<file path="src/common/gesture_pkg.sv">
package gesture_pkg;

	// clock and time base
	localparam int CLK_PERIOD_NS = 100;
	localparam int MS_NS         = 1000000;
	localparam int MS_CYCLES     = (MS_NS + CLK_PERIOD_NS - 1) / CLK_PERIOD_NS;
	localparam int MS_PER_S      = 1000;
	localparam int PULSE_MS      = 100;
	localparam int SCAN_MS       = 1;

	// register byte offsets
	localparam logic [7:0] OFF_CTRL     = 8'h00;
	localparam logic [7:0] OFF_TAPDLY   = 8'h04;
	localparam logic [7:0] OFF_DTAPDLY  = 8'h08;
	localparam logic [7:0] OFF_LONGDLY  = 8'h0C;
	localparam logic [7:0] OFF_SCANIVL  = 8'h10;
	localparam logic [7:0] OFF_CALSTART = 8'h14;
	localparam logic [7:0] OFF_CALFINAL = 8'h18;
	localparam logic [7:0] OFF_CALTRANS = 8'h1C;
	localparam logic [7:0] OFF_RXMASK   = 8'h20;
	localparam logic [7:0] OFF_STATUS   = 8'h24;
	localparam logic [7:0] OFF_WHEEL    = 8'h28;
	localparam logic [7:0] OFF_IRQSTAT  = 8'h2C;
	localparam logic [7:0] OFF_IRQMASK  = 8'h30;
	localparam logic [7:0] OFF_PINCFG0  = 8'h34;

	// reset values
	localparam logic [9:0]  RST_TAPDLY   = 10'h12C;
	localparam logic [9:0]  RST_DTAPDLY  = 10'h190;
	localparam logic [9:0]  RST_LONGDLY  = 10'h320;
	localparam logic [7:0]  RST_SCANIVL  = 8'h64;
	localparam logic [10:0] RST_CALSTART = 11'h002;
	localparam logic [10:0] RST_CALFINAL = 11'h00A;
	localparam logic [15:0] RST_CALTRANS = 16'h0078;
	localparam logic [4:0]  RST_RXMASK   = 5'h01;

	// event vector layout
	localparam int EV_TOUCH = 0;
	localparam int EV_TAP   = 5;
	localparam int EV_DTAP  = 10;
	localparam int EV_LONG  = 15;
	localparam int EV_CW    = 20;
	localparam int EV_CCW   = 21;
	localparam int EV_WHEEL = 22;
	localparam int EV_WAKE  = 23;
	localparam int EV_COUNT = 24;

	typedef enum logic [2:0] {
		ACT_HIGH   = 3'b000,
		ACT_LOW    = 3'b001,
		ACT_TOGGLE = 3'b010,
		ACT_PULSE  = 3'b011,
		ACT_LVL_HI = 3'b100,
		ACT_LVL_LO = 3'b101
	} pin_action_t;

	typedef enum logic [1:0] {
		ST_PROCESS  = 2'b00,
		ST_SLEEP    = 2'b01,
		ST_APPROACH = 2'b10,
		ST_CALIB    = 2'b11
	} sched_state_t;

endpackage

</file>
<file path="src/design/touch_tap_tracker.sv">
`timescale 1ns/1ps
`default_nettype none

module touch_tap_tracker (
	input  wire logic       mclk,      // system clock
	input  wire logic       rstn,      // sync reset, active low
	input  wire logic       touch,     // synchronised touch level
	input  wire logic       msTick,    // 1 ms tick
	input  wire logic [9:0] tapDelay,  // tap limit in ms
	input  wire logic [9:0] dtapDelay, // double tap window in ms
	input  wire logic [9:0] longDelay, // long touch limit in ms
	output logic            touchEvt,  // touch onset pulse
	output logic            tapEvt,    // single tap pulse
	output logic            dtapEvt,   // double tap pulse
	output logic            longEvt    // long touch release pulse
);
	logic        touchQ;
	logic [10:0] holdMs;
	logic [10:0] gapMs;
	logic        tapPending;
	logic        rise;
	logic        fall;
	logic        isTap;
	logic        inWindow;

	assign rise     = touch & ~touchQ;
	assign fall     = ~touch & touchQ;
	assign isTap    = holdMs < {1'b0, tapDelay};
	assign inWindow = tapPending && (gapMs < {1'b0, dtapDelay});

	// touch duration, saturating
	always_ff @(posedge mclk)
	begin
		if (!rstn)
			holdMs <= 11'h000;
		else if (rise)
			holdMs <= 11'h000;
		else if (touch && msTick && holdMs != 11'h7FF)
			holdMs <= holdMs + 11'h001;
	end

	// events, one cycle each
	always_ff @(posedge mclk)
	begin
		if (!rstn)
		begin
			touchQ   <= 1'b0;
			touchEvt <= 1'b0;
			tapEvt   <= 1'b0;
			dtapEvt  <= 1'b0;
			longEvt  <= 1'b0;
		end
		else
		begin
			touchQ   <= touch;
			touchEvt <= rise;
			tapEvt   <= fall && isTap;
			dtapEvt  <= fall && isTap && inWindow;
			longEvt  <= fall && holdMs >= {1'b0, longDelay};
		end
	end

	// a tap that completes a pair does not open a new window
	always_ff @(posedge mclk)
	begin
		if (!rstn)
		begin
			tapPending <= 1'b0;
			gapMs      <= 11'h000;
		end
		else if (fall && isTap)
		begin
			tapPending <= !inWindow;
			gapMs      <= 11'h000;
		end
		else if (tapPending && msTick)
		begin
			if (gapMs >= {1'b0, dtapDelay})
				tapPending <= 1'b0;
			else
				gapMs <= gapMs + 11'h001;
		end
	end
endmodule

`default_nettype wire

</file>
<file path="src/design/event_pin_driver.sv">
`timescale 1ns/1ps
`default_nettype none

module event_pin_driver (
	input  wire logic       mclk,   // system clock
	input  wire logic       rstn,   // sync reset, active low
	input  wire logic       enable, // pin mapping on
	input  wire logic [2:0] action, // pin_action_t code
	input  wire logic       fire,   // mapped event pulse
	input  wire logic       level,  // mapped event level
	input  wire logic       msTick, // 1 ms tick
	output logic            pinOut  // event output pin
);
	localparam logic [6:0] PULSE_LEN = 7'(gesture_pkg::PULSE_MS);

	logic [6:0] pulseMs;

	// one action per mapped pin
	always_ff @(posedge mclk)
	begin
		if (!rstn || !enable)
		begin
			pinOut  <= 1'b0;
			pulseMs <= 7'h00;
		end
		else
		begin
			case (action)
				gesture_pkg::ACT_HIGH:
					if (fire)
						pinOut <= 1'b1;
				gesture_pkg::ACT_LOW:
					if (fire)
						pinOut <= 1'b0;
				gesture_pkg::ACT_TOGGLE:
					if (fire)
						pinOut <= ~pinOut;
				gesture_pkg::ACT_PULSE:
					// a new event restarts the full width
					if (fire)
					begin
						pinOut  <= 1'b1;
						pulseMs <= PULSE_LEN;
					end
					else if (pulseMs != 7'h00 && msTick)
					begin
						pulseMs <= pulseMs - 7'h01;
						if (pulseMs == 7'h01)
							pinOut <= 1'b0;
					end
				gesture_pkg::ACT_LVL_HI:
					pinOut <= level;
				gesture_pkg::ACT_LVL_LO:
					pinOut <= ~level;
				default:
					pinOut <= 1'b0;
			endcase
		end
	end
endmodule

`default_nettype wire

</file>
<file path="src/design/gesture_event_port.sv">
// Contract
// - any feature event may be routed to any of five event output pins.
// - pin action per mapping: high, low, toggle, 100 ms pulse, level modes.
// - single tap only when touch-to-release is below tap delay (0 to 1 s).
// - double tap when two taps fall within double-tap interval (0 to 1 s).
// - touch state is tracked independently on up to five electrodes.
// - every touch raises an event and is classed short or long; the code gives tap below tap delay, long at or above long delay, none between.
// - rotary counter counts up clockwise, down counterclockwise, live.
// - discrete circle result given only after motion stops or hand leaves.
// - approach mode sleeps and alternates sleep and scan phases.
// - approach scans spaced by set interval; one channel default, more by mask.
// - active channel over threshold in scan wakes to processing, tells host.
// - calibration scans enable all five channels, every 2 s to 1024 s.
// - calibration uses start interval until timeout, then final interval.
//
// Added by the designer: the APB interface to the registers and the placing of the registers.
`timescale 1ns/1ps
`default_nettype none

module gesture_event_port #(
	parameter int MS_CYCLES = gesture_pkg::MS_CYCLES // clocks per ms tick
) (
	input  wire logic        mclk,        // system clock, 10 MHz
	input  wire logic        rstn,        // sync reset, active low
	input  wire logic        psel,        // APB select
	input  wire logic        penable,     // APB enable
	input  wire logic        pwrite,      // APB direction
	input  wire logic [7:0]  paddr,       // APB byte address
	input  wire logic [31:0] pwdata,      // APB write data
	output logic      [31:0] prdata,      // APB read data
	output logic             pready,      // APB ready
	output logic             pslverr,     // APB error, unmapped
	input  wire logic [4:0]  touchIn,     // electrode touch levels
	input  wire logic        circleFound, // discrete circle seen
	input  wire logic        circleCw,    // its direction, 1 = cw
	input  wire logic        motionOn,    // hand is moving
	input  wire logic        handPresent, // hand in detection area
	input  wire logic        wheelOn,     // continuous circling
	input  wire logic        wheelStepCw, // rotation step cw
	input  wire logic        wheelStepCcw,// rotation step ccw
	input  wire logic [4:0]  rxExceed,    // channel over threshold
	output logic      [4:0]  eventPin,    // event output pins
	output logic      [4:0]  rxEnable,    // receive channels on
	output logic             scanActive,  // scan phase running
	output logic             sleepState,  // low power sleep
	output logic             hostWake,    // wake pulse to host
	output logic             irq          // interrupt, active high
);
	localparam int NPIN = 17;

	if (MS_CYCLES < 2 || MS_CYCLES > 65535)
	begin : g_chk
		$error("MS_CYCLES out of range");
	end

	////////////////////////////////////////////////////////////////////
	// pin synchronisers and edges

	logic [NPIN-1:0] syncA;
	logic [NPIN-1:0] syncB;
	logic [NPIN-1:0] syncC;
	logic [4:0]      touchSync;
	logic [4:0]      rxSync;
	logic            foundRise;
	logic            motionFall;
	logic            handFall;
	logic            cwRise;
	logic            ccwRise;

	// two flops before use, third for edges
	always_ff @(posedge mclk)
	begin
		if (!rstn)
		begin
			syncA <= '0;
			syncB <= '0;
			syncC <= '0;
		end
		else
		begin
			syncA <= {rxExceed, wheelStepCcw, wheelStepCw, wheelOn,
				handPresent, motionOn, circleCw, circleFound, touchIn};
			syncB <= syncA;
			syncC <= syncB;
		end
	end

	assign touchSync  = syncB[4:0];
	assign rxSync     = syncB[16:12];
	assign foundRise  = syncB[5] & ~syncC[5];
	assign motionFall = ~syncB[7] & syncC[7];
	assign handFall   = ~syncB[8] & syncC[8];
	assign cwRise     = syncB[10] & ~syncC[10];
	assign ccwRise    = syncB[11] & ~syncC[11];

	////////////////////////////////////////////////////////////////////
	// time base

	logic [15:0] msDiv;
	logic [9:0]  secDiv;
	logic        msTick;
	logic        secTick;

	// ms and s ticks, restarted by reset
	always_ff @(posedge mclk)
	begin
		if (!rstn)
		begin
			msDiv   <= 16'h0000;
			secDiv  <= 10'h000;
			msTick  <= 1'b0;
			secTick <= 1'b0;
		end
		else
		begin
			msTick  <= msDiv == 16'(MS_CYCLES - 1);
			secTick <= msTick && secDiv == 10'(gesture_pkg::MS_PER_S - 1);
			if (msDiv == 16'(MS_CYCLES - 1))
				msDiv <= 16'h0000;
			else
				msDiv <= msDiv + 16'h0001;
			if (msTick)
				secDiv <= (secDiv == 10'(gesture_pkg::MS_PER_S - 1)) ?
					10'h000 : secDiv + 10'h001;
		end
	end

	////////////////////////////////////////////////////////////////////
	// registers

	logic [1:0]  ctrl;
	logic [9:0]  tapDelay;
	logic [9:0]  dtapDelay;
	logic [9:0]  longDelay;
	logic [7:0]  scanIvl;
	logic [10:0] calStart;
	logic [10:0] calFinal;
	logic [15:0] calTrans;
	localparam int EV_W = gesture_pkg::EV_COUNT;

	logic [4:0]  rxMask;
	logic [8:0]  pinCfg [5];
	logic [EV_W-1:0] irqStat;
	logic [EV_W-1:0] irqMask;
	logic        wrEn;

	assign wrEn = psel && penable && pready && pwrite;

	function automatic logic [7:0] pinOff(input int i);
		pinOff = gesture_pkg::OFF_PINCFG0 + 8'(i * 4);
	endfunction

	// software-set configuration
	always_ff @(posedge mclk)
	begin
		if (!rstn)
		begin
			ctrl      <= 2'b00;
			tapDelay  <= gesture_pkg::RST_TAPDLY;
			dtapDelay <= gesture_pkg::RST_DTAPDLY;
			longDelay <= gesture_pkg::RST_LONGDLY;
			scanIvl   <= gesture_pkg::RST_SCANIVL;
			calStart  <= gesture_pkg::RST_CALSTART;
			calFinal  <= gesture_pkg::RST_CALFINAL;
			calTrans  <= gesture_pkg::RST_CALTRANS;
			rxMask    <= gesture_pkg::RST_RXMASK;
			irqMask   <= '0;
			for (int i = 0; i < 5; i++)
				pinCfg[i] <= 9'h000;
		end
		else if (wrEn)
		begin
			if (paddr == gesture_pkg::OFF_CTRL)
				ctrl <= pwdata[1:0];
			else if (paddr == gesture_pkg::OFF_TAPDLY)
				tapDelay <= pwdata[9:0];
			else if (paddr == gesture_pkg::OFF_DTAPDLY)
				dtapDelay <= pwdata[9:0];
			else if (paddr == gesture_pkg::OFF_LONGDLY)
				longDelay <= pwdata[9:0];
			else if (paddr == gesture_pkg::OFF_SCANIVL)
				scanIvl <= pwdata[7:0];
			else if (paddr == gesture_pkg::OFF_CALSTART)
				calStart <= pwdata[10:0];
			else if (paddr == gesture_pkg::OFF_CALFINAL)
				calFinal <= pwdata[10:0];
			else if (paddr == gesture_pkg::OFF_CALTRANS)
				calTrans <= pwdata[15:0];
			else if (paddr == gesture_pkg::OFF_RXMASK)
				rxMask <= pwdata[4:0];
			else if (paddr == gesture_pkg::OFF_IRQMASK)
				irqMask <= pwdata[EV_W-1:0];
			for (int i = 0; i < 5; i++)
				if (paddr == pinOff(i))
					pinCfg[i] <= pwdata[8:0];
		end
	end

	////////////////////////////////////////////////////////////////////
	// touch trackers, one per electrode

	logic [4:0] touchEvt;
	logic [4:0] tapEvt;
	logic [4:0] dtapEvt;
	logic [4:0] longEvt;

	for (genvar e = 0; e < 5; e++)
	begin : g_touch
		touch_tap_tracker u_trk (
			.mclk      (mclk),
			.rstn      (rstn),
			.touch     (touchSync[e]),
			.msTick    (msTick),
			.tapDelay  (tapDelay),
			.dtapDelay (dtapDelay),
			.longDelay (longDelay),
			.touchEvt  (touchEvt[e]),
			.tapEvt    (tapEvt[e]),
			.dtapEvt   (dtapEvt[e]),
			.longEvt   (longEvt[e])
		);
	end

	////////////////////////////////////////////////////////////////////
	// circles

	logic        circlePending;
	logic        circleDir;
	logic        cwEvt;
	logic        ccwEvt;
	logic        wheelEvt;
	logic [15:0] wheelCount;
	logic        circleDone;

	// hold the result back until the hand stops or leaves
	assign circleDone = circlePending && (motionFall || handFall);

	always_ff @(posedge mclk)
	begin
		if (!rstn)
		begin
			circlePending <= 1'b0;
			circleDir     <= 1'b0;
			cwEvt         <= 1'b0;
			ccwEvt        <= 1'b0;
		end
		else
		begin
			cwEvt  <= circleDone && circleDir;
			ccwEvt <= circleDone && !circleDir;
			if (foundRise)
			begin
				circlePending <= 1'b1;
				circleDir     <= syncB[6];
			end
			else if (circleDone)
				circlePending <= 1'b0;
		end
	end

	// steps in both directions at once cancel
	always_ff @(posedge mclk)
	begin
		if (!rstn)
		begin
			wheelCount <= 16'h0000;
			wheelEvt   <= 1'b0;
		end
		else
		begin
			wheelEvt <= syncB[9] && (cwRise ^ ccwRise);
			if (syncB[9] && cwRise && !ccwRise)
				wheelCount <= wheelCount + 16'h0001;
			else if (syncB[9] && ccwRise && !cwRise)
				wheelCount <= wheelCount - 16'h0001;
		end
	end

	////////////////////////////////////////////////////////////////////
	// approach scheduler

	gesture_pkg::sched_state_t state;
	logic [7:0]  scanMs;
	logic [10:0] calSec;
	logic [15:0] idleSec;
	logic [3:0]  phaseMs;
	logic [10:0] calIvl;
	logic        wakeEvt;

	// start rate until the idle timeout, then final rate
	assign calIvl = (idleSec >= calTrans) ? calFinal : calStart;

	always_ff @(posedge mclk)
	begin
		if (!rstn)
		begin
			state   <= gesture_pkg::ST_PROCESS;
			scanMs  <= 8'h00;
			calSec  <= 11'h000;
			idleSec <= 16'h0000;
			phaseMs <= 4'h0;
			wakeEvt <= 1'b0;
		end
		else
		begin
			wakeEvt <= 1'b0;
			if (state != gesture_pkg::ST_PROCESS && msTick)
				scanMs <= scanMs + 8'h01;
			if (state != gesture_pkg::ST_PROCESS && secTick)
			begin
				calSec <= calSec + 11'h001;
				if (idleSec != 16'hFFFF)
					idleSec <= idleSec + 16'h0001;
			end
			case (state)
				gesture_pkg::ST_PROCESS:
					if (ctrl[0] && !syncB[8])
					begin
						state   <= gesture_pkg::ST_SLEEP;
						scanMs  <= 8'h00;
						calSec  <= 11'h000;
						idleSec <= 16'h0000;
					end
				gesture_pkg::ST_SLEEP:
					if (!ctrl[0])
						state <= gesture_pkg::ST_PROCESS;
					else if (calSec >= calIvl)
					begin
						state   <= gesture_pkg::ST_CALIB;
						calSec  <= 11'h000;
						phaseMs <= 4'h0;
					end
					else if (scanMs >= scanIvl)
					begin
						state   <= gesture_pkg::ST_APPROACH;
						scanMs  <= 8'h00;
						phaseMs <= 4'h0;
					end
				gesture_pkg::ST_APPROACH:
					if ((rxSync & rxMask) != 5'h00)
					begin
						state   <= gesture_pkg::ST_PROCESS;
						wakeEvt <= 1'b1;
					end
					else if (msTick)
					begin
						phaseMs <= phaseMs + 4'h1;
						if (phaseMs == 4'(gesture_pkg::SCAN_MS - 1))
							state <= gesture_pkg::ST_SLEEP;
					end
				gesture_pkg::ST_CALIB:
					// threshold is not judged while calibrating
					if (msTick)
					begin
						phaseMs <= phaseMs + 4'h1;
						if (phaseMs == 4'(gesture_pkg::SCAN_MS - 1))
							state <= gesture_pkg::ST_SLEEP;
					end
				default:
					state <= gesture_pkg::ST_PROCESS;
			endcase
		end
	end

	// scheduler outputs, registered
	always_ff @(posedge mclk)
	begin
		if (!rstn)
		begin
			rxEnable   <= 5'h00;
			scanActive <= 1'b0;
			sleepState <= 1'b0;
			hostWake   <= 1'b0;
		end
		else
		begin
			scanActive <= state == gesture_pkg::ST_APPROACH ||
				state == gesture_pkg::ST_CALIB;
			sleepState <= state == gesture_pkg::ST_SLEEP;
			hostWake   <= wakeEvt && ctrl[1];
			if (state == gesture_pkg::ST_CALIB)
				rxEnable <= 5'h1F;
			else if (state == gesture_pkg::ST_APPROACH)
				rxEnable <= rxMask;
			else
				rxEnable <= 5'h00;
		end
	end

	////////////////////////////////////////////////////////////////////
	// event vector, pin mapping and interrupt

	logic [EV_W-1:0] evPulse;
	logic [EV_W-1:0] evLevel;

	assign evPulse = {wakeEvt, wheelEvt, ccwEvt, cwEvt,
		longEvt, dtapEvt, tapEvt, touchEvt};
	assign evLevel = {evPulse[EV_W-1:5], touchSync};

	function automatic logic pick(input logic [EV_W-1:0] v,
		input logic [4:0] sel);
		pick = (int'(sel) < EV_W) ? v[sel] : 1'b0;
	endfunction

	for (genvar p = 0; p < 5; p++)
	begin : g_pin
		event_pin_driver u_drv (
			.mclk   (mclk),
			.rstn   (rstn),
			.enable (pinCfg[p][8]),
			.action (pinCfg[p][7:5]),
			.fire   (pick(evPulse, pinCfg[p][4:0])),
			.level  (pick(evLevel, pinCfg[p][4:0])),
			.msTick (msTick),
			.pinOut (eventPin[p])
		);
	end

	// set wins over a write-one clear in the same cycle
	always_ff @(posedge mclk)
	begin
		if (!rstn)
		begin
			irqStat <= '0;
			irq     <= 1'b0;
		end
		else
		begin
			if (wrEn && paddr == gesture_pkg::OFF_IRQSTAT)
				irqStat <= (irqStat & ~pwdata[EV_W-1:0]) | evPulse;
			else
				irqStat <= irqStat | evPulse;
			irq <= |(irqStat & irqMask);
		end
	end

	////////////////////////////////////////////////////////////////////
	// APB read path: data captured in setup, answered in access

	logic [31:0] rdNext;
	logic        errNext;

	always_comb
	begin
		rdNext  = 32'h0000_0000;
		errNext = 1'b0;
		if (paddr == gesture_pkg::OFF_CTRL)
			rdNext = {30'h0, ctrl};
		else if (paddr == gesture_pkg::OFF_TAPDLY)
			rdNext = {22'h0, tapDelay};
		else if (paddr == gesture_pkg::OFF_DTAPDLY)
			rdNext = {22'h0, dtapDelay};
		else if (paddr == gesture_pkg::OFF_LONGDLY)
			rdNext = {22'h0, longDelay};
		else if (paddr == gesture_pkg::OFF_SCANIVL)
			rdNext = {24'h0, scanIvl};
		else if (paddr == gesture_pkg::OFF_CALSTART)
			rdNext = {21'h0, calStart};
		else if (paddr == gesture_pkg::OFF_CALFINAL)
			rdNext = {21'h0, calFinal};
		else if (paddr == gesture_pkg::OFF_CALTRANS)
			rdNext = {16'h0, calTrans};
		else if (paddr == gesture_pkg::OFF_RXMASK)
			rdNext = {27'h0, rxMask};
		else if (paddr == gesture_pkg::OFF_STATUS)
			rdNext = {24'h0, state, circlePending, touchSync};
		else if (paddr == gesture_pkg::OFF_WHEEL)
			rdNext = {16'h0, wheelCount};
		else if (paddr == gesture_pkg::OFF_IRQSTAT)
			rdNext = {8'h0, irqStat};
		else if (paddr == gesture_pkg::OFF_IRQMASK)
			rdNext = {8'h0, irqMask};
		else if (paddr >= gesture_pkg::OFF_PINCFG0 &&
			paddr <= pinOff(4) && paddr[1:0] == 2'b00)
			rdNext = {23'h0, pinCfg[3'((paddr - gesture_pkg::OFF_PINCFG0) >> 2)]};
		else
			errNext = 1'b1;
	end

	// one access cycle per transfer, no wait states
	always_ff @(posedge mclk)
	begin
		if (!rstn)
		begin
			pready  <= 1'b0;
			pslverr <= 1'b0;
			prdata  <= 32'h0000_0000;
		end
		else
		begin
			pready  <= psel && !penable;
			pslverr <= psel && !penable && errNext;
			if (psel && !penable && !pwrite)
				prdata <= rdNext;
		end
	end
endmodule

`default_nettype wire

</file>
<file path="config.mk">
export PLATFORM = sky130hd
export DESIGN_NAME = gesture_event_port
export DESIGN_NICKNAME = d
export VERILOG_FILES = /design/src/common/gesture_pkg.sv /design/src/design/touch_tap_tracker.sv /design/src/design/event_pin_driver.sv /design/src/design/gesture_event_port.sv
export SDC_FILE = /design/constraint.sdc
export NUM_CORES = 1
export LEC_CHECK = 0
export BUFFER_PORTS_ARGS = -buffer_cell sky130_fd_sc_hd__buf_4
export CAP_MARGIN = 20
export CORE_MARGIN = 5
export CORE_UTILIZATION = 40
export CTS_CLUSTER_DIAMETER = 40
export DETAILED_ROUTE_END_ITERATION = 16
export GPL_ROUTABILITY_DRIVEN = 1
export MAX_ROUTING_LAYER = met4
export SETUP_SLACK_MARGIN = 0.15
export SLEW_MARGIN = 25
export SYNTH_ARGS = -nofsm -noshare
export SYNTH_HDL_FRONTEND = slang
export SYNTH_SLANG_ARGS = --single-unit
export TNS_END_PERCENT = 5
</file>
<file path="constraint.sdc">
create_clock -name mclk -period 4.51 [get_ports mclk]
set_clock_uncertainty 0.15 [all_clocks]
set_input_delay 0.902 -clock mclk [delete_from_list [all_inputs] [get_ports mclk]]
set_output_delay 0.902 -clock mclk [all_outputs]
set_load 0.005 [all_outputs]
</file>
======== Yosys cells after proc, flatten, opt, wreduce, memory -nomap -nowiden ========
Memory sizes are Yosys's and may differ from the RTL's.
Index checks and enable logic that the tools add are counted.
W data, S select, Z words.
word-level totals
  word-level logic and storage cells ...... 651
  memories ................................ 1
  ROM bits ................................ 0
  bits in writable memories ............... 45
  output and inout port bits .............. 48
  latch bits .............................. 0
  flip-flop bits (word level) ............. 491
memories
  name    depth  width  rd ports  clocked after memory_dff  wr ports  RTL line                   source
  pinCfg  5      9      6         0                         5         gesture_event_port.sv:142  logic [8:0] pinCfg [5];
operators by class
  add/subtract/negate cells ............... 24
  multiplexer cells ....................... 183
  order comparisons ....................... 35
  div/mod/pow operators ................... 0
  bitwise gates (word level) .............. 67
  multiply operators ...................... 0
  shift-type cells ........................ 0
  equal/unequal tests ..................... 88
  reductions and logical operators ........ 165
operator list
  cell                     number
  $mux W24                 14
  $add A11 B1 Y11 const B  11
  $ge A11 B10 Y1           10
  $lt A11 B10 Y1           10
  $mux W1                  103
  $mux W16                 6
  $mux W7                  10
  $eq A8 B6 Y1 const B     8
  $logic_and A1 B1 Y1      62
  $mux W11                 5
  $ne A11 B11 Y1 const B   5
  $mux W9                  6
  $bmux W1 S5              10
  $add A16 B1 Y16 const B  3
  $and A24 B24 Y24         2
  $or A24 B24 Y24          2
  $mux W8                  5
  $not A1 Y1               40
  $reduce_and A2 Y1        18
  $reduce_bool A2 Y1       18
  $eq A7 B1 Y1 const B     5
  $reduce_bool A7 Y1       5
  $sub A7 B1 Y7 const B    5
  $eq A8 B5 Y1 const B     4
  other kinds (61)         195

======== Depth between registers and ports, before layout ========
Gate-level depths: netlist of run 1.
  depth in word-level cells ............... 18
  mapped depth ............................ 19
  mapped depth without buffers ............ 19

======== Cells and area by module ========
Synthesis of run 1 repeated with hierarchy kept, for this count alone.
unflattened totals
  cell total of the unflattened synthesis .. 3483
  area, all modules ....................... 30231.5 sq um
modules (own cells, without submodules)
  module                                     area each (sq um)  instances  cells each
  gesture_event_port                         17464.2            1          1942
  touch_tap_tracker at g_touch[0].u_trk ...  2045.7             2          244
  event_pin_driver                           526.8              5          63
  touch_tap_tracker at g_touch[2].u_trk      2015.7             1          246
  touch_tap_tracker at g_touch[4].u_trk      2014.4             1          246
  touch_tap_tracker at g_touch[3].u_trk      2011.9             1          246

======== Worst setup path before layout of run 1 ========
Ideal clock, no wire load.
  path type ............................... register -> register
  start ................................... reg idleSec[0]
  end ..................................... reg scanMs[2]
  setup time .............................. 0.131 ns
  arrival ................................. 3.653 ns
  path slack .............................. 0.576 ns
  clock period less this slack ............ 3.934 ns
  data required time ...................... 4.229 ns
  stages on the path, launching flop included .. 19
  path through ............................ dfxtp_1 > inv_1 > ha_1 > nand2b_1 > a21o_1 > a21oi_1 > o211a_1 > a21oi_1 > o21ai_0 > a31o_2 > buf_2 > mux2i_1 > ha_1 > a21o_1 > a2111oi_0 > a31oi_1 > nand3b_1 > o21bai_1 > nor2_1
between the ends
  cells in the longest elaborated chain, start to end .. 6
ends and longest elaborated chain
  element                 RTL line                   source
  start, declared         gesture_event_port.sv:285  logic [15:0] idleSec;
  start signal, assigned  gesture_event_port.sv:313  idleSec <= idleSec + 16'h0001;
  $ge A16 B16 Y1          gesture_event_port.sv:291  assign calIvl = (idleSec >= calTrans) ? calFinal : calStart;
  $mux W11                gesture_event_port.sv:291
  $ge A11 B11 Y1          gesture_event_port.sv:327  else if (calSec >= calIvl)
  $mux W8                 gesture_event_port.sv:327
  $mux W8                 gesture_event_port.sv:325  if (!ctrl[0])
  $pmux W8 S2             gesture_event_port.sv:315  case (state)
  end signal, assigned    gesture_event_port.sv:308  scanMs <= scanMs + 8'h01;
  end, declared           gesture_event_port.sv:283  logic [7:0] scanMs;
Every way passes these cells.
A chain may end at the register's enable or synchronous reset.

======== Final worst setup path of run 1 ========
  start ................................... reg idleSec[0]
  end ..................................... reg scanMs[1]
The elaborated chain is that of the path after synthesis.

==> run metrics, run 1 <==
Reg clk slew, reported paths around 50 ps; peak supply drop ~0.43 mV; cell repeated most along the worst path a21oi_1; core area around 70,000 µm²; DRC Markers 0; Crit path largest cell delay around 370 ps; drt initial violations between 2,000 and 2,500; flop2flop setup slack 460 ps; die height between 200 and 300 µm; Seq/Total Area, Yosys 0.378; worst setup path start idleSec[0]; vias per std cell roughly 5.7; Cell Chain, Critical Path inv_1, ha_1, nand2b_1, a21o_1, a21oi_1, o211a_1, a21oi_1, o21ai_2, a31o_4, mux2i_1, ha_1, and3_1, a2111oi_4, a31oi_4, nand3b_1, o21bai_1, buf_4, a21oi_1; Syn-to-layout area delta 16.8%; CTS Root Cell clkbuf_16; Final Slew Violations 0; Hold Crit Class flop to flop; H-tree levels 3; number of nets with antenna violations after routing 0; R2R depth 18; Worst path slowest cell dfxtp_1; vias in the first global route about 24,000; max-cap violation count 0; Routed wire per std cell 20.4 µm; Tcrit/Tclk final 0.898; grt total ovfl 0; worst path bufs/invs 2; Detailed Route WL around 91,000 µm; status completed; Ys Warns 0; family with the most delay on the worst path compound AO/OA/AOI/OAI gates; Placed Area about 30,000 µm²; antenna violations before repair 6; clock buffer count from CTS about 90; Seq cells post-synth about 520; Post-synth ARST share 0; All-Layer GR Usage 0.234; number of flops mapped to enable cells by yosys 45; Relative slew margins 0.404; chip width ~280 µm; CTS tree done; via count ~25,000; proportion of layout cells with a drive suffix above 1 0.111; Tightest Pin Transition 893 ps; Clk Latency, worst-skew pair roughly 650 ps; first-pass GRT wire length roughly 140,000 µm; final instance area roughly 34,000 µm²; Setup-failing EPs final 0; 1st-pass router iterations 6; Setup CP Type flop to flop; CP required roughly 5000 ps; cell area after synthesis 28,800 µm²; final setup TNS 0 ps; Fin. Hold Viols 0; Critical Path AT 4430 ps; Leak Pwr about 0.013 µW; FILL cells about 7,000; Hold Path Origin syncA[11]; post-synth cell types 93; Worst R2R End scanMs[1]; Worst setup EP type flop; Bufs on Longest Clock Path 3; RSZ-0062 raised after global routing no; Crit Reg-Reg Startpoint idleSec[0]; Die ar. about 77,000 µm²; Detail Placement HPWL ~65,000 µm; minimum clock period approximately 4100 ps; fmax about 0.25 GHz; pwr dens between 300 and 400 nW/µm²; gpl congestion 0.948; count of input and output buffers 93; CP startpoint kind flop; Avg Synthesized Cell Area 8.60 µm²; Core Rows a little under 100; Syn Inst Count approximately 3,300; I/O Pins 110; pin count of the biggest net entering global routing 78; critical-path maximum fanout 7; nets between 3,000 and 4,000; main flop type after synthesis dfxtp_1; Hold Path End syncB[11]; clock sinks about 520; initial core utilization 0.403; Worst Hold Path Cells 1
sequential cells by signal, indices dropped and copies added (netlist names), 11 cells and up:
signal / cells
irqMask: 24
irqStat: 24
calStart: 11
syncB: 17
prdata: 24
calFinal: 11
calTrans: 16
g_touch.u_trk.gapMs: 55
g_touch.u_trk.holdMs: 55
g_pin.u_drv.pulseMs: 35
wheelCount: 16
calSec: 11
pinCfg: 45
syncA: 17
msDiv: 16
idleSec: 16
per-layer routing:
metal / GRT usage / share of wire / vias to the layer above
li1: - / - / 12200
met1: 0.302 / 0.43 / 12000
met2: 0.365 / 0.45 / 843
met3: 0.0502 / 0.076 / 229
met4: 0.0833 / 0.039 / 0
met5: - / 0 / -
worst max path at each step:
| stage | slack, ps | endpoint | cells after the start |
|---|---|---|---|
| 3_3_place_gp | 290 | scanMs[1] | 18 |
| 4_1_cts | 220 | scanMs[1] | 18 |
| 3_5_place_dp | 250 | scanMs[1] | 18 |
| 2_1_floorplan | 580 | scanMs[2] | 18 |
| 5_1_grt | 200 | scanMs[1] | 19 |
| 6_report | 460 | scanMs[1] | 18 |
kinds of logic (layout without fill, tap and decap cells):
group                    after synthesis  in the layout  share of synthesized area
XOR/XNOR                             143            143                     0.0435
buffers and inverters                283            443                     0.0410
AO/OA/AOI/OAI                        748            749                      0.165
other                                  1             12                   0.000130
multiplexers                         106            106                     0.0548
AND/OR/NAND/NOR                     1313           1313                      0.217
flip-flops                           521            521                      0.378
adder cells (fa/ha/maj)              231            231                      0.101
area by class of cell:
cell class,count,area [µm²],share of cell area
inverters,122,463,0.0138
multi-input cells,2550,16800,0.501
well taps,950,1190,0.0354
diodes,4,10.0,0.000298
clock inverters,62,733,0.0218
clock buffers,104,2330,0.0694
repair buffers,155,1160,0.0346
flip-flops and latches,521,10900,0.324
synth_stat cells, drive strengths merged, types with 15 or more instances:
cell type  count  area share
and3          33      0.0072
a21o          24      0.0063
and2          68       0.015
o21ai        136       0.024
nand4         71       0.015
nor2b         25      0.0057
mux4          39       0.031
o211ai        29      0.0076
or3           35      0.0076
edfxtp        45       0.047
o21a          37      0.0096
clkbuf       106       0.014
a211oi        28      0.0080
ha           230        0.10
a31oi         25      0.0054
and4          16      0.0049
nand2b        34      0.0074
a21oi        273       0.048
nand2        388       0.051
xor2          83       0.025
nor3          79       0.014
inv          120       0.016
xnor2         60       0.018
a221oi        15      0.0046
dfxtp        476        0.33
a2111oi       15      0.0046
mux2i         64       0.022
nor2         389       0.051
o22ai         21      0.0046
nand3         97       0.017
buf           55       0.011
nor4          21      0.0055
a22oi         37      0.0096
worst reg2reg max path, cell delays in order, from the launching register on:
cell and delay (ps):
dfxtp_1 370, inv_1 60, ha_1 260, nand2b_1 140, a21o_1 180, a21oi_1 140, o211a_1 170, a21oi_1 80
o21ai_2 220, a31o_4 260, mux2i_1 240, ha_1 270, and3_1 240, a2111oi_4 360, a31oi_4 170, nand3b_1 230
o21bai_1 170, buf_4 170, a21oi_1 50
repair_timing:
| item | CTS | global route |
|---|---|---|
| hold endpoints to repair | 0 | 0 |
| setup endpoints to repair | 0 | 23 |
| setup buffers | 0 | 3 |
| gates resized for setup | 0 | 9 |
| hold buffers | 0 | 0 |
stage by stage:
stage | util | hold slack [ps] | cells | worst slack (ps) | total power, µW
finish | 0.470 | 281 | 4468 | 458 | 12200
global route | 0.470 | 292 | 4468 | 198 | 12600
CTS | 0.469 | 286 | 4460 | 225 | 12300
detailed placement | 0.426 | 274 | 4294 | 245 | 5380
global placement | 0.426 | 268 | 4294 | 286 | 5380
floorplan | - | 242 | 3353 | 576 | 5170
report_power, final:
part	switching (µW)	total, µW	internal, µW
clock network	2620	6890	4270
logic	339	524	185
registers	61.7	4780	4720
cell usage in the layout, fill, tap and decap left out, drive strengths merged, types with 34 or more instances in the layout:
| master | Yosys | routed |
|---|---|---|
| a21oi | 273 | 273 |
| a22oi | 37 | 37 |
| and2 | 68 | 68 |
| buf | 55 | 155 |
| clkbuf | 106 | 104 |
| dfxtp | 476 | 476 |
| edfxtp | 45 | 45 |
| ha | 230 | 230 |
| inv | 120 | 145 |
| mux2i | 64 | 64 |
| mux4 | 39 | 39 |
| nand2 | 388 | 388 |
| nand2b | 34 | 34 |
| nand3 | 97 | 97 |
| nand4 | 71 | 71 |
| nor2 | 389 | 389 |
| nor3 | 79 | 79 |
| o21a | 37 | 37 |
| o21ai | 136 | 136 |
| or3 | 35 | 35 |
| xnor2 | 60 | 60 |
| xor2 | 83 | 83 |
Power figures use the tool's default switching activity.
==> inputs of run 2 (changes only) <==
--- a/config.mk
+++ b/config.mk
@@ -5,9 +5,9 @@
 export SDC_FILE = /design/constraint.sdc
 export NUM_CORES = 1
 export LEC_CHECK = 0
-export BUFFER_PORTS_ARGS = -buffer_cell sky130_fd_sc_hd__buf_4
+export BUFFER_PORTS_ARGS = -buffer_cell sky130_fd_sc_hd__buf_2
 export CAP_MARGIN = 20
-export CORE_MARGIN = 5
+export CORE_MARGIN = 1.5
 export CORE_UTILIZATION = 40
 export CTS_CLUSTER_DIAMETER = 40
 export DETAILED_ROUTE_END_ITERATION = 16
==> run 2 against run 1 <==
Combinational power down 4.0%. Sequential power hardly changed. Non-clock buffer count decreased by 7. Sequential share of layout area is 0.18 points higher. Sequential cell count unchanged. Clock-buffer cell count is 4 higher. Clock power increased by 3.9%. Highest routed layer unchanged. Global-route usage up 1.3 points. Critical path depth grew 1.
==> run metrics, run 2 (synthesis results as in run 1) <==
critical-path maximum fanout 7 (unchanged); peak supply drop 0.307 mV (was 0.432 mV); Final Slew Violations 0 (unchanged); pin count of the biggest net entering global routing 68 (was 78); Detail Placement HPWL 64,200 µm (was 64,800 µm); Comb pwr share 0.040 (was 0.043); first-pass GRT wire length 138,000 µm (was 140,000 µm); Switch Pwr 3090 µW (was 3020 µW); status completed (unchanged); FILL cells 6,958 (was 6,972); CTS tree done (unchanged); fin cells 4,471 (was 4,468); minimum clock period 4060 ps (was 4050 ps); biggest regs g_touch.u_trk.gapMs (55), g_touch.u_trk.holdMs (55), pinCfg (45) (unchanged); fmax 0.246 GHz (was 0.247 GHz); Clk Latency, worst-skew pair 640 ps (was 650 ps); nets 3,727 (was 3,732); Reg area 10,900 µm² (about the same); grt total ovfl 0 (unchanged); antenna violations before repair 9 (was 6); vias in the first global route 23,300 (was 23,900); H-tree levels 3 (unchanged); Leak Pwr 0.0130 µW (was 0.0129 µW); All-Layer GR Usage 0.247 (was 0.234); drt initial violations 2,185 (was 2,156); Worst Hold Path Cells 1 (unchanged); gpl congestion 0.944 (was 0.948); final setup TNS 0 ps (unchanged); Tcrit/Tclk final 0.900 (was 0.898); vias per std cell 5.67 (about the same); Reg clk slew, reported paths 60 ps (was 50 ps); most common cell after layout, fill and taps aside dfxtp_1 (unchanged); final instance area 33,400 µm² (was 33,600 µm²); Multi-input gate area 16,800 µm² (about the same); power share of the clock group 0.576 (was 0.565); count of input and output buffers 93 (unchanged); Fin. Hold Viols 0 (unchanged); via count 25,400 (was 25,300); die height 271 µm (was 278 µm); Setup-failing EPs final 0 (unchanged); initial core utilization 0.403 (about the same); Relative slew margins 0.371 (was 0.404); Bufs on Longest Clock Path 3 (unchanged); 1st-pass router iterations 5 (was 6); chip width 271 µm (was 278 µm); # hold bufs at CTS 0 (unchanged); Setup CP Type flop to flop (unchanged); placed cells 4,289 (was 4,294); CP required 4870 ps (was 4890 ps); R2R depth 19 (was 18); Core Rows 98 (unchanged); Worst R2R End scanMs[7] (was scanMs[1]); RSZ-0062 raised after global routing no (unchanged); Hold Path End syncB[6] (was syncB[11]); core area 71,400 µm² (was 71,500 µm²); Die ar. 73,600 µm² (was 77,400 µm²); flop2flop setup slack 450 ps (was 460 ps); Net Sw Frac 0.249 (was 0.248); DRC Markers 0 (unchanged); CP startpoint kind flop (unchanged); most frequent cells in the layout 474 x dfxtp_1, 388 x nand2_1, 388 x nor2_1 (was 475 x dfxtp_1, 388 x nand2_1, 388 x nor2_1); pwr dens 372 nW/µm² (was 363 nW/µm²); Hold Crit Class flop to flop (unchanged); Worst setup EP type flop (unchanged); clock buffer count from CTS 92 (was 89); Flop pwr share 0.384 (was 0.392); I/O Pins 110 (unchanged); proportion of layout cells with a drive suffix above 1 0.112 (was 0.111); Routed wire per std cell 20.1 µm (was 20.4 µm); Syn-to-layout area delta 16.1% (was 16.8%); number of nets with antenna violations after routing 0 (unchanged); Crit Reg-Reg Startpoint idleSec[0] (unchanged); Hold Path Origin syncA[6] (was syncA[11]); Detailed Route WL 89,700 µm (was 91,200 µm); Placed Area 30,200 µm² (was 30,400 µm²); overall power 12,400 µW (was 12,200 µW); Critical Path AT 4420 ps (was 4430 ps); Internal 9340 µW (was 9170 µW); clock sinks 521 (unchanged); Tightest Pin Transition 941 ps (was 893 ps); CTS Root Cell clkbuf_16 (unchanged); max-cap violation count 0 (unchanged)
-- run 2: area by class of cell --
type	count	area share
multi-input cells	2549	0.502
clock inverters	65	0.0210
inverters	122	0.0138
flip-flops and latches	521	0.326
repair buffers	148	0.0263
well taps	950	0.0356
diodes	8	0.000599
clock buffers	108	0.0756
-- run 2: per-layer routing --
metal  GRT usage  wire, µm  vias to the layer above
li1            -         -                    12200
met1       0.325     39600                    12000
met2       0.378     40200                      912
met3      0.0454      6750                      193
met4      0.0844      3210                        0
met5           -         0                        -
-- run 2: repair_timing --
item | 4_1_cts | 5_1_grt
endpoints found under the setup margin | 0 | 8
hold endpoints to repair | 0 | 0
gates resized for setup | 0 | 1
buffers inserted | 0 | 1
-- run 2: how the worst max path moves through the flow --
stage | from | end | slack, ps | depth (start not counted)
final | idleSec[0] | scanMs[7] | 450 | 19
after global routing | idleSec[0] | scanMs[4] | 170 | 20
after CTS | idleSec[0] | scanMs[7] | 420 | 19
after detailed placement | idleSec[0] | scanMs[3] | 480 | 19
after global placement | idleSec[0] | scanMs[7] | 430 | 19
after floorplan | idleSec[0] | scanMs[2] | 580 | 18
-- run 2: power groups by stage --
stage	logic, µW	registers (µW)	clock network [µW]
after floorplan	334	4830	0
after global placement	490	4870	0
after detailed placement	491	4870	0
after CTS	495	4770	7260
after global routing	542	4770	7470
final	503	4770	7160
-- run 2: critical path, stage by stage, from the launching register on --
cell	delay (ps)
dfxtp_2	360
inv_1	50
ha_1	250
nand2b_1	130
a21o_1	170
a21oi_1	140
o211a_1	180
a21oi_1	60
o21ai_0	150
a31o_2	330
mux2i_1	230
ha_1	250
and3_1	200
a2111oi_0	360
a31oi_1	140
buf_4	170
nand3b_1	200
o21bai_1	160
buf_4	170
nor2_1	50
-- run 2: stage by stage --
stage / setup slack, ps / hold WS, ps / util
after floorplan: 576 / 242 / -
after global placement: 434 / 263 / 0.423
after detailed placement: 482 / 271 / 0.423
after CTS: 425 / 272 / 0.468
after global routing: 168 / 294 / 0.468
final: 451 / 277 / 0.468
==> inputs of run 3 (changes only) <==
--- a/config.mk
+++ b/config.mk
@@ -8,12 +8,13 @@
 export BUFFER_PORTS_ARGS = -buffer_cell sky130_fd_sc_hd__buf_2
 export CAP_MARGIN = 20
 export CORE_MARGIN = 1.5
-export CORE_UTILIZATION = 40
+export CORE_UTILIZATION = 25
 export CTS_CLUSTER_DIAMETER = 40
 export DETAILED_ROUTE_END_ITERATION = 16
 export GPL_ROUTABILITY_DRIVEN = 1
 export MAX_ROUTING_LAYER = met4
 export SETUP_SLACK_MARGIN = 0.15
+export SKIP_CTS_REPAIR_TIMING = 1
 export SLEW_MARGIN = 25
 export SYNTH_ARGS = -nofsm -noshare
 export SYNTH_HDL_FRONTEND = slang
==> run 3 against run 2 <==
Global-route usage shrank 8.7 points. First-iteration DRC count up 3.0%. Sequential share of layout area fell by 0.79 points. Clock power rose by 3%. Hold slack gained 5.5 ps. Die area is 59% higher. Total power is 1.6% higher. Via count rose by 0.88%. Largest cell class unchanged. Largest power group unchanged.
==> run metrics, run 3 (synthesis results as in run 1) <==
peak supply drop 0.246 mV (was 0.307 mV); status completed (unchanged); fmax 0.246 GHz (about the same); via count 25,600 (was 25,400); biggest regs g_touch.u_trk.gapMs (55), g_touch.u_trk.holdMs (55), pinCfg (45) (unchanged); Critical Path AT 4430 ps (was 4420 ps); R2R depth 20 (was 19); I/O Pins 110 (unchanged); Clk Latency, worst-skew pair 640 ps (about the same); Relative slew margins 0.328 (was 0.371); vias per std cell 5.08 (was 5.67); CTS Root Cell clkbuf_16 (unchanged); max-cap violation count 0 (unchanged); antenna violations before repair 19 (was 9); chip width 342 µm (was 271 µm); Fin. Hold Viols 0 (unchanged); critical-path maximum fanout 7 (unchanged); Worst Hold Path Cells 1 (unchanged); Detail Placement HPWL 66,700 µm (was 64,200 µm); 1st-pass router iterations 6 (was 5); H-tree levels 3 (unchanged); proportion of layout cells with a drive suffix above 1 0.112 (about the same); final setup TNS 0 ps (unchanged); clock sinks 521 (unchanged); met3 Use GR 0.0396 (was 0.0454); Final Slew Violations 0 (unchanged); placed cells 4,853 (was 4,289); Setup-failing EPs final 0 (unchanged); FILL cells 12,000 (was 6,958); Placed Area 30,900 µm² (was 30,200 µm²); vias in the first global route 23,800 (was 23,300); drt initial violations 2,251 (was 2,185); Detailed Route WL 93,200 µm (was 89,700 µm); Die ar. 117,000 µm² (was 73,600 µm²); CP required 4880 ps (was 4870 ps); most common cell after layout, fill and taps aside dfxtp_1 (unchanged); Routed wire per std cell 18.5 µm (was 20.1 µm); CTS tree done (unchanged); die height 342 µm (was 271 µm); pin count of the biggest net entering global routing 118 (was 68); minimum clock period 4060 ps (about the same); busiest grt layer met2 (unchanged); Tightest Pin Transition 1010 ps (was 941 ps); Bufs on Longest Clock Path 3 (unchanged); most frequent cells in the layout 476 x dfxtp_1, 388 x nand2_1, 388 x nor2_1 (was 474 x dfxtp_1, 388 x nand2_1, 388 x nor2_1); core area 114,000 µm² (was 71,400 µm²); Reg clk slew, reported paths 50 ps (was 60 ps); Tcrit/Tclk final 0.900 (about the same); GR Layer Usage met2 0.244 (was 0.378); All-Layer GR Usage 0.159 (was 0.247); Hold Crit Class flop to flop (unchanged); CP startpoint kind flop (unchanged); Reg area 10,900 µm² (about the same); grt total ovfl 0 (unchanged); first-pass GRT wire length 142,000 µm (was 138,000 µm); nets 3,729 (was 3,727); number of nets with antenna violations after routing 0 (unchanged); fin cells 5,039 (was 4,471); Worst setup EP type flop (unchanged); final instance area 34,300 µm² (was 33,400 µm²); count of input and output buffers 93 (unchanged); Core Rows 124 (was 98); Setup CP Type flop to flop (unchanged); met1 Use GR 0.201 (was 0.325); clock buffer count from CTS 92 (unchanged); Syn-to-layout area delta 19.0% (was 16.1%); Multi-input gate area 16,800 µm² (about the same); pwr dens 369 nW/µm² (was 372 nW/µm²); RSZ-0062 raised after global routing no (unchanged); initial core utilization 0.252 (was 0.403); DRC Markers 0 (unchanged); gpl congestion 0.948 (was 0.944); Leak Pwr 0.0130 µW (about the same)
## run 3: cell types whose count changed in the layout (fill, tap and decap cells not counted), moves of 2 or more
cell       delta
clkinv_2      -4
clkinv_8      -3
dfxtp_2       -2
clkbuf_8      -2
bufinv_16     +6
clkinv_1      +3
clkinv_4      +5
diode_2       +4
dfxtp_1       +2
inv_8         -3
## run 3: metal layers
layer	wire [µm]	vias to the layer above
li1	-	12200
met1	39600	12100
met2	41800	968
met3	8450	223
met4	3460	0
met5	0	-
## run 3: per-stage QoR
stage	hold slack, ps	utilization	power [µW]	setup WS (ps)
after detailed placement	270	0.271	5370	385
after CTS	283	0.300	12700	347
after global placement	269	0.271	5370	360
final	282	0.300	12600	453
after floorplan	242	-	5170	576
after global routing	299	0.300	13000	152
## run 3: path summary, 6_finish.rpt
kind	from	end	slack (ps)
min	syncA[11]	syncB[11]	280
max	idleSec[0]	scanMs[3]	450
min reg2reg	syncA[11]	syncB[11]	280
max reg2reg	idleSec[0]	scanMs[3]	450
## run 3: cell type report
type,instances,share of cell area
repair buffers,150,0.0265
well taps,1512,0.0552
inverters,122,0.0135
flip-flops and latches,521,0.318
clock inverters,69,0.0243
multi-input cells,2549,0.490
diodes,12,0.000877
clock buffers,104,0.0721
## run 3: critical path: stages, from the launching register on
cell and delay (ps):
dfxtp_1 370, inv_1 60, ha_1 260, nand2b_1 140, a21o_1 180, a21oi_1 160, o211a_1 190, a21oi_1 70
o21ai_0 150, a31o_2 320, buf_4 210, mux2i_1 200, ha_1 240, o21ai_0 160, a21oi_1 70, o2111ai_1 220
a31oi_2 180, nand3b_1 230, o21bai_1 160, buf_4 170, nor2_1 50
## run 3: where the power goes
| part | internal, µW | switching, µW |
|---|---|---|
| Combinational | 169 | 345 |
| Sequential | 4710 | 56.1 |
| Clock | 4710 | 2650 |
